### src/hdl/dsr_pkg.sv
// Summary of operation
// - Die temperature in bits 6:0, 2 C steps
// - Code zero is -94 C, all ones 160 C
// - Reserved status bits always read as zero
// - Pump undervoltage states in supply bits 0, 1
// - Logic regulator under/over states in bits 2, 3
// - Buck supply under/over states in bits 4, 5
// - Input supply conversion result in bits 12:6
// - Hall input levels mirrored in bits 2:0
// - Bit 3 set when all Hall inputs equal
// - Bit 4 shows logic regulator set point
// - Bits 7:5 show active sense gain code
// - Drain-source comparators in bits 8 to 13
// - Reset clears all three registers to zero
package dsr_pkg;

    // ****************************************************************
    // Register map
    // ****************************************************************
    localparam int          ADDR_W           = 8;
    localparam int          DATA_W           = 16;
    localparam logic [7:0]  TEMP_STATUS_OFS  = 8'h01;
    localparam logic [7:0]  SUPPLY_STATUS_OFS = 8'h02;
    localparam logic [7:0]  FUNC_STATUS_OFS  = 8'h03;
    localparam logic [15:0] STATUS_RESET     = 16'h0000;

    // ****************************************************************
    // Field positions
    // ****************************************************************
    localparam int TEMP_LSB        = 0;
    localparam int TEMP_W          = 7;
    localparam int LOW_PUMP_UV_BIT = 0;
    localparam int HIGH_PUMP_UV_BIT = 1;
    localparam int LOGIC_UV_BIT    = 2;
    localparam int LOGIC_OV_BIT    = 3;
    localparam int BUCK_UV_BIT     = 4;
    localparam int BUCK_OV_BIT     = 5;
    localparam int SUPPLY_CODE_LSB = 6;
    localparam int SUPPLY_CODE_W   = 7;
    localparam int HALL_LSB        = 0;
    localparam int HALL_W          = 3;
    localparam int HALL_EQ_BIT     = 3;
    localparam int SETPOINT_BIT    = 4;
    localparam int GAIN_LSB        = 5;
    localparam int GAIN_W          = 3;
    localparam int DRAIN_SRC_LSB   = 8;
    localparam int DRAIN_SRC_W     = 6;

    // Temperature code scale in degrees Celsius.
    localparam int TEMP_ZERO_DEGC  = -94;
    localparam int TEMP_FULL_DEGC  = 160;
    localparam int TEMP_STEP_DEGC  = 2;

    // ****************************************************************
    // Carriers
    // ****************************************************************
    typedef struct packed {
        logic       low_pump_undervolt_state;
        logic       high_pump_undervolt_state;
        logic       logic_reg_undervolt_state;
        logic       logic_reg_overvolt_state;
        logic       buck_supply_undervolt_state;
        logic       buck_supply_overvolt_state;
        logic [6:0] input_supply_code;
    } dsr_supply_t;

    // Drain-source order, bit 0 first: high a, low a, high b, low b,
    // high c, low c.
    typedef struct packed {
        logic [2:0] hall_input_levels;
        logic       logic_reg_setpoint;
        logic [2:0] sense_amp_gain_state;
        logic [5:0] drain_src_state;
    } dsr_func_t;

endpackage

### src/hdl/dsr_status_regs.sv
// Design decision made here: strobed register access.
`timescale 1ns/10ps
`default_nettype none
module dsr_status_regs
(
    input  wire logic                    CLK,
    input  wire logic                    RST,
    input  wire logic [dsr_pkg::ADDR_W-1:0] ADDR,
    input  wire logic [dsr_pkg::DATA_W-1:0] WDATA,
    input  wire logic                    WR,
    input  wire logic                    RD,
    output logic      [dsr_pkg::DATA_W-1:0] RDATA,
    input  wire logic [6:0]              DIE_TEMPERATURE_CODE,
    input  wire dsr_pkg::dsr_supply_t    SUPPLY_IN,
    input  wire dsr_pkg::dsr_func_t      FUNC_IN
);
    import dsr_pkg::*;

    logic [TEMP_W-1:0]        die_temperature_code_q;
    logic                     low_pump_undervolt_state_q;
    logic                     high_pump_undervolt_state_q;
    logic                     logic_reg_undervolt_state_q;
    logic                     logic_reg_overvolt_state_q;
    logic                     buck_supply_undervolt_state_q;
    logic                     buck_supply_overvolt_state_q;
    logic [SUPPLY_CODE_W-1:0] input_supply_code_q;
    logic [HALL_W-1:0]        hall_input_levels_q;
    logic                     hall_polarity_equal_q;
    logic                     hall_polarity_equal_d;
    logic                     logic_reg_setpoint_q;
    logic [GAIN_W-1:0]        sense_amp_gain_state_q;
    logic [DRAIN_SRC_W-1:0]   drain_src_state_q;

    logic [DATA_W-1:0]        temp_word;
    logic [DATA_W-1:0]        supply_word;
    logic [DATA_W-1:0]        func_word;

    logic [DATA_W-1:0]        rdata_d;
    logic [DATA_W-1:0]        rdata_q;
    logic                     unused_wr;

    // ****************************************************************
    // Write port
    // ****************************************************************
    // Writes have no effect on any status field.
    assign unused_wr = WR ^ (|WDATA);

    // ****************************************************************
    // Hall polarity comparison
    // ****************************************************************
    // All high and all low both count as equal polarity.
    // The result is registered like every other field.
    always_comb
    begin
        hall_polarity_equal_d = (&FUNC_IN.hall_input_levels) |
                                ~(|FUNC_IN.hall_input_levels);
    end

    // ****************************************************************
    // Die temperature code
    // ****************************************************************
    // Sampled on every edge so a read shows the live code.
    always_ff @(posedge CLK)
    begin
        if (RST)
        begin
            die_temperature_code_q <= STATUS_RESET[TEMP_W-1:0];
        end
        else
        begin
            die_temperature_code_q <= DIE_TEMPERATURE_CODE;
        end
    end

    // ****************************************************************
    // Low-side pump undervoltage state
    // ****************************************************************
    // A one means the rail is above its threshold.
    always_ff @(posedge CLK)
    begin
        if (RST)
        begin
            low_pump_undervolt_state_q <= STATUS_RESET[0];
        end
        else
        begin
            low_pump_undervolt_state_q <=
                SUPPLY_IN.low_pump_undervolt_state;
        end
    end

    // ****************************************************************
    // High-side pump undervoltage state
    // ****************************************************************
    // A one means the rail is above its threshold.
    always_ff @(posedge CLK)
    begin
        if (RST)
        begin
            high_pump_undervolt_state_q <= STATUS_RESET[0];
        end
        else
        begin
            high_pump_undervolt_state_q <=
                SUPPLY_IN.high_pump_undervolt_state;
        end
    end

    // ****************************************************************
    // Logic regulator undervoltage state
    // ****************************************************************
    // A one means the regulator output is above its threshold.
    always_ff @(posedge CLK)
    begin
        if (RST)
        begin
            logic_reg_undervolt_state_q <= STATUS_RESET[0];
        end
        else
        begin
            logic_reg_undervolt_state_q <=
                SUPPLY_IN.logic_reg_undervolt_state;
        end
    end

    // ****************************************************************
    // Logic regulator overvoltage state
    // ****************************************************************
    // A one means the regulator output is above its threshold.
    always_ff @(posedge CLK)
    begin
        if (RST)
        begin
            logic_reg_overvolt_state_q <= STATUS_RESET[0];
        end
        else
        begin
            logic_reg_overvolt_state_q <=
                SUPPLY_IN.logic_reg_overvolt_state;
        end
    end

    // ****************************************************************
    // Buck supply undervoltage state
    // ****************************************************************
    // A one means the buck rail is above its threshold.
    always_ff @(posedge CLK)
    begin
        if (RST)
        begin
            buck_supply_undervolt_state_q <= STATUS_RESET[0];
        end
        else
        begin
            buck_supply_undervolt_state_q <=
                SUPPLY_IN.buck_supply_undervolt_state;
        end
    end

    // ****************************************************************
    // Buck supply overvoltage state
    // ****************************************************************
    // A one means the buck rail is above its threshold.
    always_ff @(posedge CLK)
    begin
        if (RST)
        begin
            buck_supply_overvolt_state_q <= STATUS_RESET[0];
        end
        else
        begin
            buck_supply_overvolt_state_q <=
                SUPPLY_IN.buck_supply_overvolt_state;
        end
    end

    // ****************************************************************
    // Input supply conversion result
    // ****************************************************************
    // Holds the latest conversion handed over by the converter.
    always_ff @(posedge CLK)
    begin
        if (RST)
        begin
            input_supply_code_q <= STATUS_RESET[SUPPLY_CODE_W-1:0];
        end
        else
        begin
            input_supply_code_q <= SUPPLY_IN.input_supply_code;
        end
    end

    // ****************************************************************
    // Hall polarity equal flag
    // ****************************************************************
    // Follows the comparison on every edge, with no latching.
    always_ff @(posedge CLK)
    begin
        if (RST)
        begin
            hall_polarity_equal_q <= STATUS_RESET[0];
        end
        else
        begin
            hall_polarity_equal_q <= hall_polarity_equal_d;
        end
    end

    // ****************************************************************
    // Logic regulator set point
    // ****************************************************************
    // Shows the active set point whatever chose it.
    always_ff @(posedge CLK)
    begin
        if (RST)
        begin
            logic_reg_setpoint_q <= STATUS_RESET[0];
        end
        else
        begin
            logic_reg_setpoint_q <= FUNC_IN.logic_reg_setpoint;
        end
    end

    // ****************************************************************
    // Sense amplifier gain code
    // ****************************************************************
    // Shows the active gain code whatever chose it.
    always_ff @(posedge CLK)
    begin
        if (RST)
        begin
            sense_amp_gain_state_q <= STATUS_RESET[GAIN_W-1:0];
        end
        else
        begin
            sense_amp_gain_state_q <= FUNC_IN.sense_amp_gain_state;
        end
    end

    // ****************************************************************
    // Hall input levels, one flip-flop per phase
    // ****************************************************************
    // Bit 0 is phase A, bit 2 is phase C.
    for (genvar p = 0; p < HALL_W; p++)
    begin : g_hall
        always_ff @(posedge CLK)
        begin
            if (RST)
            begin
                hall_input_levels_q[p] <= STATUS_RESET[0];
            end
            else
            begin
                hall_input_levels_q[p] <= FUNC_IN.hall_input_levels[p];
            end
        end
    end

    // ****************************************************************
    // Drain-source comparators, one flip-flop per switch
    // ****************************************************************
    // A one marks a comparator that sees a fault.
    for (genvar b = 0; b < DRAIN_SRC_W; b++)
    begin : g_drain_src
        always_ff @(posedge CLK)
        begin
            if (RST)
            begin
                drain_src_state_q[b] <= STATUS_RESET[0];
            end
            else
            begin
                drain_src_state_q[b] <= FUNC_IN.drain_src_state[b];
            end
        end
    end

    // ****************************************************************
    // Temperature register word
    // ****************************************************************
    // Reserved bits are tied to zero.
    always_comb
    begin
        temp_word = '0;
        temp_word[TEMP_LSB +: TEMP_W] = die_temperature_code_q;
    end

    // ****************************************************************
    // Supply status register word
    // ****************************************************************
    // Reserved bits are tied to zero.
    always_comb
    begin
        supply_word = '0;
        supply_word[LOW_PUMP_UV_BIT] = low_pump_undervolt_state_q;
        supply_word[HIGH_PUMP_UV_BIT] = high_pump_undervolt_state_q;
        supply_word[LOGIC_UV_BIT] = logic_reg_undervolt_state_q;
        supply_word[LOGIC_OV_BIT] = logic_reg_overvolt_state_q;
        supply_word[BUCK_UV_BIT] = buck_supply_undervolt_state_q;
        supply_word[BUCK_OV_BIT] = buck_supply_overvolt_state_q;
        supply_word[SUPPLY_CODE_LSB +: SUPPLY_CODE_W] = input_supply_code_q;
    end

    // ****************************************************************
    // Functional status register word
    // ****************************************************************
    // Reserved bits are tied to zero.
    always_comb
    begin
        func_word = '0;
        func_word[HALL_LSB +: HALL_W] = hall_input_levels_q;
        func_word[HALL_EQ_BIT] = hall_polarity_equal_q;
        func_word[SETPOINT_BIT] = logic_reg_setpoint_q;
        func_word[GAIN_LSB +: GAIN_W] = sense_amp_gain_state_q;
        func_word[DRAIN_SRC_LSB +: DRAIN_SRC_W] = drain_src_state_q;
    end

    // ****************************************************************
    // Read decode
    // ****************************************************************
    // Unmapped addresses read as zero.
    always_comb
    begin
        case (ADDR)
            TEMP_STATUS_OFS:   rdata_d = temp_word;
            SUPPLY_STATUS_OFS: rdata_d = supply_word;
            FUNC_STATUS_OFS:   rdata_d = func_word;
            default:           rdata_d = '0;
        endcase
    end

    // ****************************************************************
    // Read data register
    // ****************************************************************
    // Data stand for one cycle after the strobe and are zero otherwise.
    // That lets several slaves share one read bus through an OR.
    always_ff @(posedge CLK)
    begin
        if (RST)
        begin
            rdata_q <= '0;
        end
        else if (RD)
        begin
            rdata_q <= rdata_d;
        end
        else
        begin
            rdata_q <= '0;
        end
    end

    assign RDATA = rdata_q;

endmodule
`default_nettype wire

### config.mk
export PLATFORM = sky130hd
export DESIGN_NAME = dsr_status_regs
export DESIGN_NICKNAME = d
export VERILOG_FILES = /design/src/hdl/dsr_pkg.sv /design/src/hdl/dsr_status_regs.sv
export SDC_FILE = /design/constraint.sdc
export NUM_CORES = 1
export LEC_CHECK = 0
export BUFFER_PORTS_ARGS = -buffer_cell sky130_fd_sc_hd__buf_2
export CAP_MARGIN = 20
export CELL_PAD_IN_SITES_DETAIL_PLACEMENT = 1
export CELL_PAD_IN_SITES_GLOBAL_PLACEMENT = 2
export CORE_ASPECT_RATIO = 0.75
export CORE_MARGIN = 1
export CORE_UTILIZATION = 26
export DETAILED_ROUTE_END_ITERATION = 12
export PLACE_DENSITY_LB_ADDON = 0.1
export RECOVER_POWER = 50
export SYNTH_ARGS = -nofsm -noshare
export SYNTH_HDL_FRONTEND = slang
export SYNTH_SLANG_ARGS = --single-unit
export TNS_END_PERCENT = 1
### constraint.sdc
create_clock -name CLK -period 1 [get_ports CLK]
set_input_delay 0.05 -clock CLK [delete_from_list [all_inputs] [get_ports CLK]]
set_output_delay 0.05 -clock CLK [all_outputs]
set_load 0.005 [all_outputs]
Word level (Yosys, flattened, before mapping):

Index checks and enable logic that the tools add are counted.

* register bits: 50
* output and inout port bits: 16

* equal/unequal tests: 3
* mux-type cells: 1
* bitwise logic cells: 3
* reductions and logical operators: 3

Operators with widths (number)
* 14-bit one-hot mux with 3 select lines: 1
* 8-bit by 2-bit equality test with 1-bit output (second input constant): 2
* 8-bit by 1-bit equality test with 1-bit output (second input constant): 1
* 3-bit AND reduction: 1
* 3-bit OR reduction: 1
* 1-bit NOT: 2
* 2-bit OR reduction: 1
* 1-bit bitwise OR: 1

Depth between registers and ports, before layout:

* word-level depth: 3
* gate-level depth with buffers: 5

Worst setup path before layout:

OpenSTA, ideal clock, no wires.

* kind: register to register
* start: reg sense_amp_gain_state_q[1]
* end: reg rdata_q[6], in the netlist RDATA[6]
* data arrival time: 0.766 ns
* setup slack: 0.117 ns
* cell stages (with the launch flop): 4
* period minus slack after synthesis: 0.883 ns
* cell sequence: dfxtp_1 > mux2_1 > a22oi_1 > nor2_1

* longest elaborated chain between the ends: 1

RTL lines
* start: declaration: line dsr_status_regs.sv:31 `logic [GAIN_W-1:0] sense_amp_gain_state_q;`
* start signal: assignment: line dsr_status_regs.sv:233 `sense_amp_gain_state_q <= STATUS_RESET[GAIN_W-1:0];`
* start signal: assignment: line dsr_status_regs.sv:237 `sense_amp_gain_state_q <= FUNC_IN.sense_amp_gain_state;`
* 14-bit one-hot mux with 3 select lines: line dsr_status_regs.sv:325 `case (ADDR)`
* end signal: assignment: line dsr_status_regs.sv:346 `rdata_q <= rdata_d;`
* end: declaration: line dsr_status_regs.sv:39 `logic [DATA_W-1:0] rdata_q;`

Every way passes these cells.
A chain may end at the register's enable or synchronous reset.

Worst setup path in the final report:

* start: in FUNC_IN[12] in the netlist's numbering
* end: reg hall_polarity_equal_q

* longest elaborated chain between the ends: 3
* elaborated cells between the ends (all ways): 4

RTL lines
* start: declaration: line dsr_status_regs.sv:15 `input wire dsr_pkg::dsr_func_t FUNC_IN`
* 3-bit OR reduction: line dsr_status_regs.sv:56 `~(|FUNC_IN.hall_input_levels);`
* 1-bit NOT: line dsr_status_regs.sv:56
* 1-bit bitwise OR *: line dsr_status_regs.sv:55 `hall_polarity_equal_d = (&FUNC_IN.hall_input_levels) |`
* end signal: assignment: line dsr_status_regs.sv:201 `hall_polarity_equal_q <= STATUS_RESET[0];`
* end signal: assignment: line dsr_status_regs.sv:205 `hall_polarity_equal_q <= hall_polarity_equal_d;`
* end: declaration: line dsr_status_regs.sv:28 `logic hall_polarity_equal_q;`

Mark *: on every way between the ends. The rest lies on a longest branch, timed or not.

==> flow_summary.json <==
{
  "worstMarginPinSlew_ns": 0.698,
  "yosysUniqueCellTypes": 19,
  "drv_cap": 0,
  "wirelength_um": 3600,
  "fin_crit_ns": 0.943,
  "synthMostInstantiatedCell": "dfxtp_1",
  "die_h_um": 69.0,
  "n_antenna_cell": 0,
  "ant_nets": 0,
  "fin_worst_skew_ns": 0.0119,
  "clk_pin_slew_worst_paths_ns": 0.10,
  "synth_top_flop_cell": "dfxtp_1",
  "synth_async_sr_flop_share": 0,
  "final_util": 0.422,
  "finalHoldWorstSlack_ns": 0.0141,
  "power_frac_seq": 0.536,
  "remaining_drc_errors": 0,
  "synth_warnings": 0,
  "peakVddDrop_mv": 0.724,
  "netlist_top_cells_area": "dfxtp_1 62%, nor2b_1 14%, mux2_1 5.1%",
  "reg2reg_slack_ns": 0.08,
  "hold_class": "primary input to flip-flop",
  "critPathLaunchType": "primary input",
  "cts_resized": 0,
  "p_leak_nw": 1.05,
  "coreArea_mm2": 0.00555,
  "numPortBuffers": 57,
  "synth-edff-count": 0,
  "setup.worst_path.end_class": "flip-flop",
  "fp.dieW_um": 91.3,
  "pwr-share-clk": 0.369,
  "cts_root_buffer": "clkbuf_8",
  "boundaryPins": 77,
  "period_share": 0.943,
  "drive_above_1_share": 0.311,
  "netlist_area_mm2": 0.00155,
  "via_count": 1207,
  "ys_ff_latch": 48,
  "powerDensity_mw_per_mm2": 1590,
  "grt_pass1_vias": 1209,
  "drt-wirelength-per-cell_um": 11.9,
  "clock_latency_ns": 0.30,
  "rsz0062_at_grt": "no",
  "power_switching_share": 0.209,
  "drtPass1Iterations": 4,
  "yosys.area.top_type": "dfxtp_1",
  "critPathRequiredTime_ns": 1.22,
  "cts_tree": "built",
  "setup_violations": 0,
  "hold_viol": 0,
  "cp_data_arrival_time_ns": 1.17,
  "grt_max_degree": 35,
  "cts.sinks": 48,
  "via_per_inst": 3.98,
  "placed_cell_area_mm2": 0.00193,
  "htree_levels": 2,
  "yosysTopAreaCellShare": 0.618,
  "power.total_mw": 3.73,
  "gr-usage-all-layers": 0.122,
  "rows": 23,
  "dpl.hpwl_um": 2440,
  "synthesis.instances": 136,
  "outcome": "complete, no violations",
  "crit_fanout": 3,
  "avgSynthCellArea_um2": 11.4,
  "drtIter0Drc": 50,
  "grt_antenna_before_repair": 0,
  "intPower_mw": 2.95,
  "maxClockFrequency_mhz": 1060,
  "place.gp.congestion": 0.678,
  "critPathKind": "primary input to flip-flop",
  "cts_buffers": 5,
  "yosysSeqAreaShare": 0.618,
  "slew_viol_final": 0,
  "tns_ns": 0,
  "die_area_mm2": 0.00629,
  "synthToLayoutAreaGrowth_pct": 50.7,
  "p_comb_frac": 0.095,
  "p_switching_mw": 0.781,
  "final_nets": 288,
  "clk_path_buf_depth": 2,
  "synthTopCellsByCount": "48 x dfxtp_1, 35 x nor2b_1, 15 x nor2_1",
  "grt_overflow": 0,
  "grt_pass1_wl_um": 5600,
  "relSlewSlack": 0.534,
  "design_area_mm2": 0.00234,
  "start_util": 0.280
}
## per-stage QoR
stage,cells,setup slack (ns)
after floorplan,137,0.117
after global placement,264,-0.00971
after detailed placement,264,-0.0573
after CTS,303,0.0505
after global routing,303,0.0121
final,303,0.0571
## path summary, 6_finish.rpt
path,from,endpoint,cells past startpoint
min reg2reg,drain_src_state_q[5],RDATA[13],2
max reg2reg,sense_amp_gain_state_q[1],RDATA[6],3
max,FUNC_IN[12],hall_polarity_equal_q,4
min,FUNC_IN[6],sense_amp_gain_state_q[0],2
## layout by cell type, fill, tap and decap left out, types with 2 or more instances in the layout
master and count:
clkbuf_8 5, nor2_1 15, dfxtp_1 48, buf_2 57, mux2_1 7, conb_1 2
buf_4 2, nor2b_1 35, dlygate4sd3_1 31, a22oi_1 7, mux2i_1 6
## power groups by stage
stage | clock network (mW) | logic (mW) | registers (mW)
4_1_cts | 1.42 | 0.362 | 2.00
2_1_floorplan | 0 | 0.147 | 2.04
6_report | 1.38 | 0.355 | 2.00
3_5_place_dp | 0 | 0.267 | 2.05
3_3_place_gp | 0 | 0.260 | 2.04
5_1_grt | 1.48 | 0.393 | 2.01
## sequential cells by signal, summed over array words and instances (netlist names), 3 cells and up
register	flops
input_supply_code_q	7
sense_amp_gain_state_q	3
drain_src_state_q	6
RDATA	14
die_temperature_code_q	7
func_word	3
## per-layer routing
metal  global-route usage  vias to the layer above  wire (um)
met4               0.0655                        0         60
li1                     -                      614          -
met2                0.218                       36       1840
met3               0.0329                        5        176
met5                    0                        -          0
met1                0.137                      552       1530
## kinds of logic after synthesis
kind of cell    Yosys count  synth area share
mux                      13            0.0894
flops                    48             0.618
other cells               1           0.00241
buf+inv                   9            0.0338
compound gates            8            0.0370
simple gates             57             0.219
## worst max-delay path, cell delays in order
cell,delay (ns)
dlygate4sd3_1,0.53
buf_2,0.13
or3_1,0.30
a21oi_1,0.16
## layout make-up
cell class                 count  area (um2)
clock inverter                 2        35.0
multi-input combinational     80         544
sequential                    48         961
timing repair buffer          92         636
tap                           75        93.8
fill                         650        3210
clock buffer                   6        72.6
## what timing repair did
item,CTS,global route
setup buffers,0,0
endpoints found under the hold margin,31,0
hold buffers,31,0
(Power assumes the default switching activity.)
